===== config.mk =====
export PLATFORM = sky130hd
export DESIGN_NAME = csgcr_top
export DESIGN_NICKNAME = d
export VERILOG_FILES = /design/src/inc/csgcr_pkg.sv /design/src/logic/csgcr_buf.sv /design/src/logic/csgcr_perr.sv /design/src/logic/csgcr_top.sv
export SDC_FILE = /design/constraint.sdc
export NUM_CORES = 1
export LEC_CHECK = 0
export ABC_AREA = 1
export BUFFER_PORTS_ARGS = -buffer_cell sky130_fd_sc_hd__buf_2
export CAP_MARGIN = 0
export CORE_ASPECT_RATIO = 1.75
export CORE_MARGIN = 2
export CORE_UTILIZATION = 39
export DETAILED_ROUTE_END_ITERATION = 7
export PLACE_DENSITY_LB_ADDON = 0.15
export SYNTH_ARGS = -nofsm -noshare
export SYNTH_HDL_FRONTEND = slang
export SYNTH_SLANG_ARGS = --single-unit
export TNS_END_PERCENT = 5

===== constraint.sdc =====
create_clock -name mclk -period 1.4 [get_ports mclk]
set_input_delay 0.07 -clock mclk [delete_from_list [all_inputs] [get_ports mclk]]
set_output_delay 0.07 -clock mclk [all_outputs]
set_load 0.02 [all_outputs]

===== src/inc/csgcr_pkg.sv =====
package csgcr_pkg;

	localparam int GATED_N   = 22;
	localparam int ADDR_W    = 16;
	localparam int BANK_W    = 3;
	localparam int CS_OUT_N  = 2;
	localparam int CS_IN_N   = 4;

	// cycles the error flag is held low, and flag blanking after reset release
	localparam logic [1:0] ERR_HOLD_CYCLES = 2'h2;
	localparam logic [1:0] BLANK_CYCLES    = 2'h3;

	typedef struct packed {
		logic [ADDR_W-1:0] addr;
		logic [BANK_W-1:0] bank;
		logic              ras_n;
		logic              cas_n;
		logic              we_n;
	} csgcr_cmd_t;

	typedef struct packed {
		logic [CS_OUT_N-1:0] cs_n;
		logic                cke;
		logic                odt;
	} csgcr_ctl_t;

	typedef struct packed {
		csgcr_ctl_t ctl;
		csgcr_cmd_t cmd;
	} csgcr_word_t;

	localparam csgcr_cmd_t  CMD_RST  = '0;
	localparam csgcr_word_t WORD_RST = '0;

	// even parity over the gated command bits
	function automatic logic csgcr_parity(input csgcr_cmd_t c);
		csgcr_parity = ^c;
	endfunction

	function automatic logic csgcr_any_cs(input logic [CS_IN_N-1:0] cs_n);
		csgcr_any_cs = ~&cs_n;
	endfunction

endpackage


===== src/logic/csgcr_buf.sv =====
`timescale 1ns/1ps
module csgcr_buf
	import csgcr_pkg::*;
(
	// clock and reset
	input  wire logic        mclk,
	input  wire logic        sys_rst,
	input  wire logic        clk_en,
	// fill side
	input  wire logic        in_valid,
	output      logic        in_ready,
	input  wire csgcr_word_t in_word,
	// drain side
	output      logic        out_valid,
	input  wire logic        out_ready,
	output      csgcr_word_t out_word
);

	typedef struct packed {
		csgcr_word_t head;
		csgcr_word_t spare;
		logic        head_v;
		logic        spare_v;
	} csgcr_buf_st_t;

	csgcr_buf_st_t st_reg;
	csgcr_buf_st_t st_next;

	assign in_ready  = !st_reg.spare_v;
	assign out_valid = st_reg.head_v;
	assign out_word  = st_reg.head;

	always_comb begin
		st_next = st_reg;
		if (out_ready && st_reg.head_v) begin
			if (st_reg.spare_v) begin
				st_next.head    = st_reg.spare;
				st_next.spare_v = 1'b0;
			end else begin
				st_next.head_v = 1'b0;
			end
		end
		if (in_valid && in_ready) begin
			if (!st_next.head_v) begin
				st_next.head   = in_word;
				st_next.head_v = 1'b1;
			end else begin
				st_next.spare   = in_word;
				st_next.spare_v = 1'b1;
			end
		end
	end

	always_ff @(posedge mclk) begin
		if (sys_rst) begin
			st_reg <= '0;
		end else if (clk_en) begin
			st_reg <= st_next;
		end
	end
endmodule


===== src/logic/csgcr_perr.sv =====
`timescale 1ns/1ps
module csgcr_perr
	import csgcr_pkg::*;
(
	// clock and reset
	input  wire logic mclk,
	input  wire logic sys_rst,
	input  wire logic clk_en,
	// mismatch seen on the parity sampling edge
	input  wire logic mismatch,
	// open-drain error pin
	output      logic flag_o,
	output      logic flag_oe
);

	typedef struct packed {
		logic       req;
		logic [1:0] hold;
		logic [1:0] blank;
	} csgcr_perr_st_t;

	csgcr_perr_st_t st_reg;
	csgcr_perr_st_t st_next;

	assign flag_o  = 1'b0;
	assign flag_oe = (st_reg.hold != 2'h0);

	always_comb begin
		st_next     = st_reg;
		st_next.req = mismatch;
		if (st_reg.blank != 2'h0) begin
			st_next.blank = st_reg.blank - 2'h1;
		end
		if (st_reg.hold != 2'h0) begin
			st_next.hold = st_reg.hold - 2'h1;
		end
		if (st_reg.req && st_reg.blank == 2'h0) begin
			st_next.hold = ERR_HOLD_CYCLES;
		end
	end

	always_ff @(posedge mclk) begin
		if (sys_rst) begin
			st_reg       <= '0;
			st_reg.blank <= BLANK_CYCLES;
		end else if (clk_en) begin
			st_reg <= st_next;
		end
	end
endmodule


===== src/logic/csgcr_top.sv =====
`timescale 1ns/1ps
module csgcr_top
	import csgcr_pkg::*;
(
	// clock, reset, enable
	input  wire logic                mclk,
	input  wire logic                sys_rst,
	input  wire logic                clk_en,
	// controller side
	input  wire logic                in_valid,
	output      logic                in_ready,
	input  wire csgcr_cmd_t          cmd_in,
	input  wire logic                chip_select_a,
	input  wire logic                chip_select_b,
	input  wire logic                chip_select_c,
	input  wire logic                chip_select_d,
	input  wire logic                cke_in,
	input  wire logic                odt_in,
	input  wire logic                parity_in,
	input  wire logic                gating_enable,
	// dram side
	output      logic                out_valid,
	input  wire logic                out_ready,
	output      csgcr_cmd_t          redriven_outputs,
	output      logic [CS_OUT_N-1:0] redriven_select_out,
	output      logic                redriven_cke,
	output      logic                redriven_odt,
	// shared open-drain error line
	input  wire logic                parity_error_flag_n_i,
	output      logic                parity_error_flag_n_o,
	output      logic                parity_error_flag_n_oe,
	output      logic                shared_error_seen
);

	////////////////////////////////////////////////////////////////////////////////
	// state

	typedef struct packed {
		csgcr_cmd_t latch;
		logic       cmd_par;
		logic       pend;
		logic       line_s1;
		logic       line_s2;
	} csgcr_core_st_t;

	csgcr_core_st_t st_reg;
	csgcr_core_st_t st_next;

	logic [CS_IN_N-1:0] cs_in_n;
	logic               any_cs;
	logic               accept;
	logic               gate_open;
	logic               mismatch;
	csgcr_word_t        push_word;
	csgcr_word_t        head_word;

	assign cs_in_n   = {chip_select_d, chip_select_c, chip_select_b, chip_select_a};
	assign any_cs    = csgcr_any_cs(cs_in_n);
	assign accept    = in_valid && in_ready;
	assign gate_open = !gating_enable || any_cs;

	// odd total of ones over command plus parity bit
	assign mismatch = st_reg.pend && (st_reg.cmd_par ^ parity_in);

	////////////////////////////////////////////////////////////////////////////////
	// next state

	always_comb begin
		st_next = st_reg;
		if (accept && gate_open) begin
			st_next.latch = cmd_in;
		end
		st_next.pend    = accept && any_cs;
		st_next.cmd_par = csgcr_parity(cmd_in);
		st_next.line_s1 = !parity_error_flag_n_i;
		st_next.line_s2 = st_reg.line_s1;
	end

	always_ff @(posedge mclk) begin
		if (sys_rst) begin
			st_reg <= '0;
			st_reg.latch <= CMD_RST;
		end else if (clk_en) begin
			st_reg <= st_next;
		end
	end

	assign shared_error_seen = st_reg.line_s2;

	////////////////////////////////////////////////////////////////////////////////
	// output buffer

	always_comb begin
		push_word          = WORD_RST;
		push_word.cmd      = st_next.latch;
		push_word.ctl.cs_n = {chip_select_b, chip_select_a};
		push_word.ctl.cke  = cke_in;
		push_word.ctl.odt  = odt_in;
	end

	csgcr_buf u_buf (
		.mclk      (mclk),
		.sys_rst   (sys_rst),
		.clk_en    (clk_en),
		.in_valid  (in_valid),
		.in_ready  (in_ready),
		.in_word   (push_word),
		.out_valid (out_valid),
		.out_ready (out_ready),
		.out_word  (head_word)
	);

	assign redriven_outputs    = head_word.cmd;
	assign redriven_select_out = head_word.ctl.cs_n;
	assign redriven_cke        = head_word.ctl.cke;
	assign redriven_odt        = head_word.ctl.odt;

	////////////////////////////////////////////////////////////////////////////////
	// error reporting

	csgcr_perr u_perr (
		.mclk     (mclk),
		.sys_rst  (sys_rst),
		.clk_en   (clk_en),
		.mismatch (mismatch && clk_en),
		.flag_o   (parity_error_flag_n_o),
		.flag_oe  (parity_error_flag_n_oe)
	);
endmodule


# ---- Yosys cells after proc, flatten, opt, wreduce, memory -nomap -nowiden
# Cells that the tools add are included.
dict set report op_classes {
  n_addsub 2
  n_mux 11
  bitwise 1
  reduce_logical 21
}
# op count
set op_table {}
lappend op_table {{$mux 26} 4}
lappend op_table {{$mux 54} 1}
lappend op_table {{$mux 22} 1}
lappend op_table {{$reduce_xor 22->1} 1}
lappend op_table {{$logic_and 1x1->1} 7}
lappend op_table {{$mux 2} 3}
lappend op_table {{$reduce_bool 2->1} 3}
lappend op_table {{$logic_not 1->1} 4}
lappend op_table {{$reduce_and 2->1} 2}
lappend op_table {{$reduce_and 4->1} 1}
lappend op_table {{$sub 2x1->2 const B} 2}
lappend op_table {{$reduce_and 3->1} 1}
lappend op_table {{$logic_not 2->1} 1}
lappend op_table {{$mux 1} 2}
lappend op_table {{$logic_or 1x1->1} 1}
lappend op_table {{$xor 1x1->1} 1}
dict set report word_totals {
  regBits 85
  inputBits 36
  out_inout_bits 31
}

# ---- Depth between registers and ports, before layout
# Gate-level depths: netlist of the first run.
dict set report depth {
  depth_word 7
  ltp_mapped 14
  depth_no_buf 14
}

# ---- Cells and area by module
# A second synthesis of the first run with hierarchy kept.
dict set report hier_totals {
  hier_cells 779
  area_unflattened_um2 4932.2
}
# mod n_inst cells_each area_per_inst_um2 seq_area_each_um2
set modules_own_cells {}
lappend modules_own_cells {csgcr_buf 1 459 2900.3 1081.0}
lappend modules_own_cells {csgcr_top 1 282 1755.4 520.5}
lappend modules_own_cells {csgcr_perr 1 38 276.5 100.1}

# ---- Worst setup path after synthesis of the first run
# No wires, ideal clock.
dict set report synth_path {
  path_type {reg-to-reg}
  startpoint {register u_buf.st_reg, in the netlist u_buf.out_valid}
  endpoint {register u_buf.st_reg[20] (netlist name)}
  arrival_time_ns 1.557
  required_time_ns 1.287
  slack_ns -0.270
  path_stages_with_launch 9
  n_path_buf 1
  period_less_slack_ns 1.670
  cell_sequence {dfxtp_1 nand3_2 inv_2 a21oi_4 nor2_2 inv_2 clkbuf_1 o21ai_1 inv_1}
}
dict set report synth_between {
  elab_chain_len 3
}
# item line
set synth_rtl {}
lappend synth_rtl {{from (decl)} csgcr_buf.sv:26} ;# csgcr_buf_st_t st_reg;
lappend synth_rtl {{from (signal assigned)} csgcr_buf.sv:58} ;# st_reg <= st_next;
lappend synth_rtl {{$mux 1 / $logic_and 1x1->1 (equally long branches)} {csgcr_buf.sv:36, csgcr_buf.sv:35}}
lappend synth_rtl {{$mux 2 (*)} csgcr_buf.sv:35} ;# if (out_ready && st_reg.head_v) begin
lappend synth_rtl {{$reduce_and 3->1 (no source line) (*)} --}
# Every way passes the cells marked *; elsewhere a longest branch is shown, timed or not.
# A chain may end at the register's enable or synchronous reset.

# ---- Worst setup path after layout of the first run
dict set report layout_path {
  startpoint {register u_buf.st_reg[0] (netlist name)}
  endpoint {register u_buf.st_reg, in the netlist u_buf.out_word[0]}
}
dict set report layout_between {
  elab_chain_len 6
}
# item line
set layout_rtl {}
lappend layout_rtl {{$logic_not 1->1} csgcr_buf.sv:29} ;# assign in_ready = !st_reg.spare_v;
lappend layout_rtl {{$logic_and 1x1->1} {csgcr_buf.sv:43, csgcr_top.sv:59}}
lappend layout_rtl {{$logic_and 1x1->1} csgcr_top.sv:70} ;# if (accept && gate_open) begin
lappend layout_rtl {{$mux 22} csgcr_top.sv:70}
lappend layout_rtl {{$mux 26} csgcr_buf.sv:44} ;# if (!st_next.head_v) begin
lappend layout_rtl {{$mux 54 (*)} csgcr_buf.sv:43} ;# if (in_valid && in_ready) begin
# Marked as above.

==> results of run 1 <==
[routing by layer]
layer / up-vias / GRT usage (%) / part of all wire [%]
li1: 2152 / - / -
met1: 1842 / 23.2 / 44
met2: 111 / 33.0 / 49
met3: 17 / 3.45 / 4.3
met4: 0 / 7.22 / 2.2
met5: - / 0 / 0
[through the flow]
stage / power, uW / hold WS [ns] / setup TNS, ns / cell area, sq um / setup slack [ns]
floorplan: 3570 / 0.164 / -1.51 / 4390 / -0.0615
global placement: 3880 / 0.257 / -0.427 / 4830 / -0.0475
detailed placement: 3910 / 0.260 / -1.41 / 4830 / -0.104
CTS: 6460 / 0.0303 / -0.813 / 5260 / -0.0762
global route: 6770 / 0.0470 / -5.72 / 5330 / -0.165
finish: 6440 / 0.0333 / -1.34 / 5330 / -0.0892
[placed cells by master (no fill, tap or decap), drive strengths merged, types with 3 or more instances in the layout]
master	count
xnor2	6
a31oi	13
a21oi	32
nand4	5
dfxtp	85
xor2	5
nand3	16
nand2	102
o211ai	5
clkbuf	14
inv	96
nor2	114
o22ai	3
buf	102
o31ai	6
o21ai	97
dlygate4sd3	3
[cell type report]
type                            count  area (sq um)
Clock inverter                      3          40.0
Tap cell                          132           165
Clock buffer                       13           282
Sequential cell                    85          1710
Timing Repair Buffer              106           758
Multi-Input combinational cell    410          2020
Fill cell                        1115          5640
Inverter                           96           363
[critical path, stage by stage (launching register included)]
cell     delay [ns]
dfxtp_2        0.36
inv_2          0.05
nand2_1        0.08
inv_2          0.06
buf_4          0.14
nand2_4        0.09
a21oi_4        0.06
buf_12         0.14
buf_12         0.12
nor2_1         0.09
nor2_1         0.05
o31ai_1        0.06
inv_1          0.06
[how the worst min path moves through the flow]
| stage | slack, ns | depth (start not counted) | endpoint |
|---|---|---|---|
| floorplan | 0.16 | 1 | st_next[0]$_SDFFE_PP0P_ |
| global placement | 0.26 | 2 | st_next[0]$_SDFFE_PP0P_ |
| detailed placement | 0.26 | 2 | st_next[0]$_SDFFE_PP0P_ |
| CTS | 0.03 | 4 | u_perr.st_reg[4]$_SDFFE_PP0P_ |
| global route | 0.05 | 4 | u_perr.st_reg[4]$_SDFFE_PP0P_ |
| finish | 0.03 | 4 | u_perr.st_reg[4]$_SDFFE_PP0P_ |
[what timing repair did]
action	4_1_cts	5_1_grt
setup buffers	1	2
hold buffers	3	0
endpoints found under the setup margin	49	61
gates resized for setup	12	15
gates cloned	2	1
hold endpoints to repair	3	0
pin swaps	0	0
[power groups by stage]
stage / clock network, uW / logic [uW] / registers (uW)
floorplan: 0 / 851 / 2720
global placement: 0 / 1150 / 2730
detailed placement: 0 / 1180 / 2730
CTS: 2550 / 1230 / 2680
global route: 2660 / 1410 / 2700
finish: 2510 / 1250 / 2680
[cells by family (layout without fill, tap and decap cells)]
| logic type | after synthesis | count (layout) | share of synthesized area (%) |
|---|---|---|---|
| XOR/XNOR | 11 | 11 | 2.22 |
| adder cells (fa/ha/maj) | 2 | 2 | 0.577 |
| flip-flops | 85 | 85 | 39.2 |
| buffers and inverters | 154 | 218 | 16.1 |
| other | 1 | 1 | 0.0864 |
| AND/OR/NAND/NOR | 239 | 239 | 22.0 |
| AO/OA/AOI/OAI | 157 | 157 | 19.8 |
==> results.md, run 1 <==
* Reg2Reg Depth at 12
* Max reg flops at 27
* Status: complete, but fails checks
* Crit. Startpoint: u_buf.st_reg[0]$_SDFFE_PP0P_
* Number of cells after detailed placement at 820
* Crit path launch type: register
* Clock slew at reported path FFs at roughly 0.06 ns
* DRC at 0
* All-Layer GR Usage at 18.9%
* Max Freq at 0.671 GHz
* PD cells at 1210 nW/um^2
* Worst skew pair latency at approximately 0.33 ns
* Critical Path End: u_buf.out_word[0]$_SDFFE_PP0P_
* CTS buffer count at 9
* Clock power frac at 38.9%
* Final min period at around 1.5 ns
* Initial Utilization at about two fifths
* Row count at 51
* Layout cell share with drive strength beyond 1 at 20.8%
* Post-synthesis area per instance at 6.69 sq um
* Largest net degree at the start of global routing at 55
* Critical Path AT at 1.71 ns
* Clock Sinks at 85
* Routed wire length per instance at 13.2 um
* IO Pins at between 60 and 70
* Crit. End Element: register
* Seq/Total Area, Yosys at 39.2%
* GRT Residual Overflow at 0
* Hold Vio Cnt, Final at 0
* RSZ-0062 raised after global routing: yes
* Core area at 11000 sq um
* RR Endpoint: u_buf.out_word[0]$_SDFFE_PP0P_
* Count of different cell masters after synthesis at 30
* Worst-Margin Slew at 0.511 ns
* Final setup fails at 27
* Setup Skew at between 0.005 and 0.006 ns
* Die footprint at 12000 sq um
* Yosys warns at 0
* Diode count at 0
* Layout Cells excl Fill at roughly 850
* Failing checks: negative setup slack
* Yosys reg bits at 85
* Final core occ at 48.6%
* Worst Hold Class: input port to register
* Top-area cell type share of the netlist area at approximately two fifths
* First-pass GRT wire length at approximately 18 mm
* Pint at approximately 4700 uW
* Asr flop ratio synth at 0%
* Yosys top cell by area: dfxtp_1
* DP HPWL at 7.81 mm
* Max cap viols at 0
* Vias in the first global route at 3773
* Synthesis-to-layout area growth at 22.9%
* Htree depth at 3
* Starting DRT DRC Count at 254
* Syn Std Cell Area at 4340 sq um
* Combinational share of power at 19.5%
* Switching Fraction at 27.6%
* Root buf cell: clkbuf_16
* Vias at 4122
* Final WL at 11.2 mm
* Die width at 83.7 um
* Count of pins over their slew limit at 0
* GP Congestion at between 0.8 and 0.9
* Slew headroom at 65.9%
* Worst R2R Setup Slack at -0.09 ns
* CTS tree: built
* Top post-synthesis cells by area: dfxtp_1, nor2_1, nand2_1, o21ai_0, inv_1
* Hold path start: parity_in
* NetSw at roughly 1800 uW
* Synth cell count leaders: nor2_1, nand2_1, inv_1
* P_leak at 0.00281 uW
* Most numerous cell in the Yosys netlist: nor2_1
* Final period util at 106%
* First drt pass iteration count at 5
* Final nets at 746
* EDFF count, synth at 0
* Cell count after synthesis at 649
* Sequential group share of total power at approximately two fifths
* Critical Path RT at 1.63 ns
* Mapped Nets at 687
* Worst setup path class: register to register
* FF-to-FF Start: u_buf.st_reg[0]$_SDFFE_PP0P_
* Initial antenna violation count at 0
* Main synth FF type: dfxtp_1
* Chip Height at 144 um
* Vias/cell at 4.88
* Peak supply drop at 0.000622 V
* Number of port buffers at 65
* Fin worst setup slack at -0.0892 ns
* Clock Path Buffers at 2
* Final ANT Viol Nets at 0
* Critical path peak fanout at 6
No activity file was read; power rests on OpenSTA's default activity.
==> inputs of run 2 (changes only) <==
--- a/config.mk
+++ b/config.mk
@@ -11,9 +11,10 @@
 export CORE_ASPECT_RATIO = 1.75
 export CORE_MARGIN = 2
 export CORE_UTILIZATION = 39
+export CTS_CLUSTER_DIAMETER = 60
 export DETAILED_ROUTE_END_ITERATION = 7
 export PLACE_DENSITY_LB_ADDON = 0.15
 export SYNTH_ARGS = -nofsm -noshare
 export SYNTH_HDL_FRONTEND = slang
 export SYNTH_SLANG_ARGS = --single-unit
-export TNS_END_PERCENT = 5
+export TNS_END_PERCENT = 20
==> results.md, run 2 (synthesis results as in run 1) <==
* Crit. End Element: register (unchanged)
* Chip Height at 144 um (unchanged)
* Core area at 11000 sq um (unchanged)
* Reg2Reg Depth at 10 (was 12)
* Register area at 1710 sq um (unchanged)
* All-Layer GR Usage at 19.4% (was 18.9%)
* FF-to-FF Start: u_buf.out_valid$_SDFFE_PP0P_ (was u_buf.st_reg[0]$_SDFFE_PP0P_)
* Worst setup path class: register to register (unchanged)
* Max cap viols at 0 (unchanged)
* CTS buffer count at 9 (unchanged)
* Peak supply drop at 0.000635 V (was 0.000622 V)
* Vias/cell at 4.89 (was 4.88)
* Htree depth at 3 (unchanged)
* Final nets at 749 (was 746)
* Initial antenna violation count at 0 (unchanged)
* First-pass GRT wire length at 18.9 mm (was 18.3 mm)
* CTS tree: built (unchanged)
* Max Freq at 0.663 GHz (was 0.671 GHz)
* Initial Utilization at 39.5% (unchanged)
* GRT Residual Overflow at 0 (unchanged)
* Commonest non-fill, non-tap cell in the layout: nor2_1 (unchanged)
* Fin worst setup slack at -0.107 ns (was -0.0892 ns)
* Final WL at 11.6 mm (was 11.2 mm)
* DRC at 0 (unchanged)
* First drt pass iteration count at 7 (was 5)
* P_leak at 0.00283 uW (was 0.00281 uW)
* Final period util at 108% (was 106%)
* Hold Path Sink: u_perr.st_reg[4]$_SDFFE_PP0P_ (unchanged)
* Routed wire length per instance at 13.6 um (was 13.2 um)
* Max reg flops at 27 (unchanged)
* Count of pins over their slew limit at 0 (unchanged)
* Worst skew pair latency at 0.34 ns (was 0.33 ns)
* Multi-input gate area at 2050 sq um (was 2020 sq um)
* Critical Path RT at 1.68 ns (was 1.63 ns)
* Die width at 83.7 um (unchanged)
* DP HPWL at 7.82 mm (was 7.81 mm)
* Clock Path Buffers at 2 (unchanged)
* Row count at 51 (unchanged)
* Final min period at 1.51 ns (was 1.49 ns)
* Status: complete, but fails checks (unchanged)
* Pre-CTS setup slack at -0.110 ns (was -0.104 ns)
* Vias at 4146 (was 4122)
* Clock slew at reported path FFs at 0.06 ns (about the same)
* PD cells at 1180 nW/um^2 (was 1210 nW/um^2)
* Layout cell share with drive strength beyond 1 at 21.4% (was 20.8%)
* Crit path launch type: register (unchanged)
* Final setup fails at 26 (was 27)
* Commonest non-fill, non-tap cells in the layout: nor2_1, nand2_1, inv_1, dfxtp_1, buf_2 (unchanged)
* Root buf cell: clkbuf_16 (unchanged)
* RR Endpoint: u_buf.out_word[16]$_SDFFE_PP0P_ (was u_buf.out_word[0]$_SDFFE_PP0P_)
* Number of fillers in the final layout at 1121 (was 1115)
* Die footprint at 12000 sq um (unchanged)
* Hold path start: parity_in (unchanged)
* Critical path peak fanout at 6 (unchanged)
* RSZ-0062 raised after global routing: yes (unchanged)
* Min Hold Slack at 0.0401 ns (was 0.0333 ns)
* Clock Sinks at 85 (unchanged)
* Diode count at 0 (unchanged)
* Vias in the first global route at 3928 (was 3773)
* WHS Path Cells at 4 (unchanged)
* Starting DRT DRC Count at 218 (was 254)
* IO Pins at 67 (unchanged)
* Setup Skew at 0.00528 ns (was 0.00558 ns)
* PnR Total Power at 6340 uW (was 6440 uW)
* GP Congestion at 0.756 (was 0.822)
* Worst Hold Class: input port to register (unchanged)
* Number of port buffers at 65 (unchanged)
* Failing checks: negative setup slack (unchanged)
* Synthesis-to-layout area growth at 24.1% (was 22.9%)
* Hold Vio Cnt, Final at 0 (unchanged)
* Largest net degree at the start of global routing at 55 (unchanged)
* Critical Path AT at 1.79 ns (was 1.71 ns)
* Worst R2R Setup Slack at -0.11 ns (was -0.09 ns)
* Final ANT Viol Nets at 0 (unchanged)
## run 2: cell types whose count changed in the layout (fill, tap and decap cells not counted), moves of 2 or more
cell,change
clkinv_2,+2
clkbuf_16,-2
nor2_4,+3
o21ai_2,-2
nor2_1,-2
o21ai_0,+3
## run 2: what timing repair did
action | CTS | global route
buffers inserted | 7 | 1
endpoints found under the hold margin | 3 | 0
hold buffers | 3 | 0
cloned | 2 | 0
pin swaps | 5 | 6
endpoints found under the setup margin | 49 | 66
resized for setup | 19 | 14
## run 2: how the worst max path moves through the flow
stage	startpoint	cells after the start	end	slack (ns)
after global placement	u_buf.st_reg[0]$_SDFFE_PP0P_	8	u_buf.out_word[16]$_SDFFE_PP0P_	-0.05
after global routing	u_buf.out_valid$_SDFFE_PP0P_	10	u_buf.out_word[16]$_SDFFE_PP0P_	-0.18
after CTS	u_buf.out_valid$_SDFFE_PP0P_	10	u_buf.out_word[0]$_SDFFE_PP0P_	-0.11
after detailed placement	u_buf.out_valid$_SDFFE_PP0P_	7	u_buf.out_word[11]$_SDFFE_PP0P_	-0.11
final	u_buf.out_valid$_SDFFE_PP0P_	10	u_buf.out_word[16]$_SDFFE_PP0P_	-0.11
after floorplan	u_buf.out_valid$_SDFFE_PP0P_	8	u_buf.out_word[12]$_SDFFE_PP0P_	-0.06
## run 2: layout make-up
type                            instances  share of cell area [%]
Clock inverter                          5                   0.929
Timing Repair Buffer                  109                    15.0
Inverter                               96                    6.78
Tap cell                              132                    3.07
Clock buffer                           11                    4.51
Multi-Input combinational cell        410                    38.0
Sequential cell                        85                    31.7
## run 2: critical path, cell delays in order (launching register included)
cell,delay [ns]
dfxtp_4,0.37
buf_6,0.12
a21oi_4,0.15
nand2_4,0.08
a21oi_4,0.19
buf_12,0.14
buf_12,0.12
nor2_4,0.03
nor2_2,0.12
o31ai_2,0.07
inv_1,0.06
## run 2: report_power, final
group | switching (uW) | internal (uW)
Combinational | 780 | 526
Clock | 932 | 1420
Sequential | 91.3 | 2590
Total | 1800 | 4530
## run 2: metal layers
layer	part of all wire, %	GRT usage, %
met4	1.1	5.94
met5	0	0
met3	3.8	3.56
met2	50	35.6
met1	45	22.9
## run 2: through the flow
step / std cells / area [sq um] / TNS [ns] / util, %
4_1_cts: 847 / 5330 / -1.35 / 48.6
3_5_place_dp: 819 / 4840 / -1.69 / 44.1
6_report: 848 / 5390 / -1.18 / 49.1
3_3_place_gp: 819 / 4840 / -0.325 / 44.1
2_1_floorplan: 649 / 4400 / -0.749 / -
5_1_grt: 848 / 5390 / -6.27 / 49.1
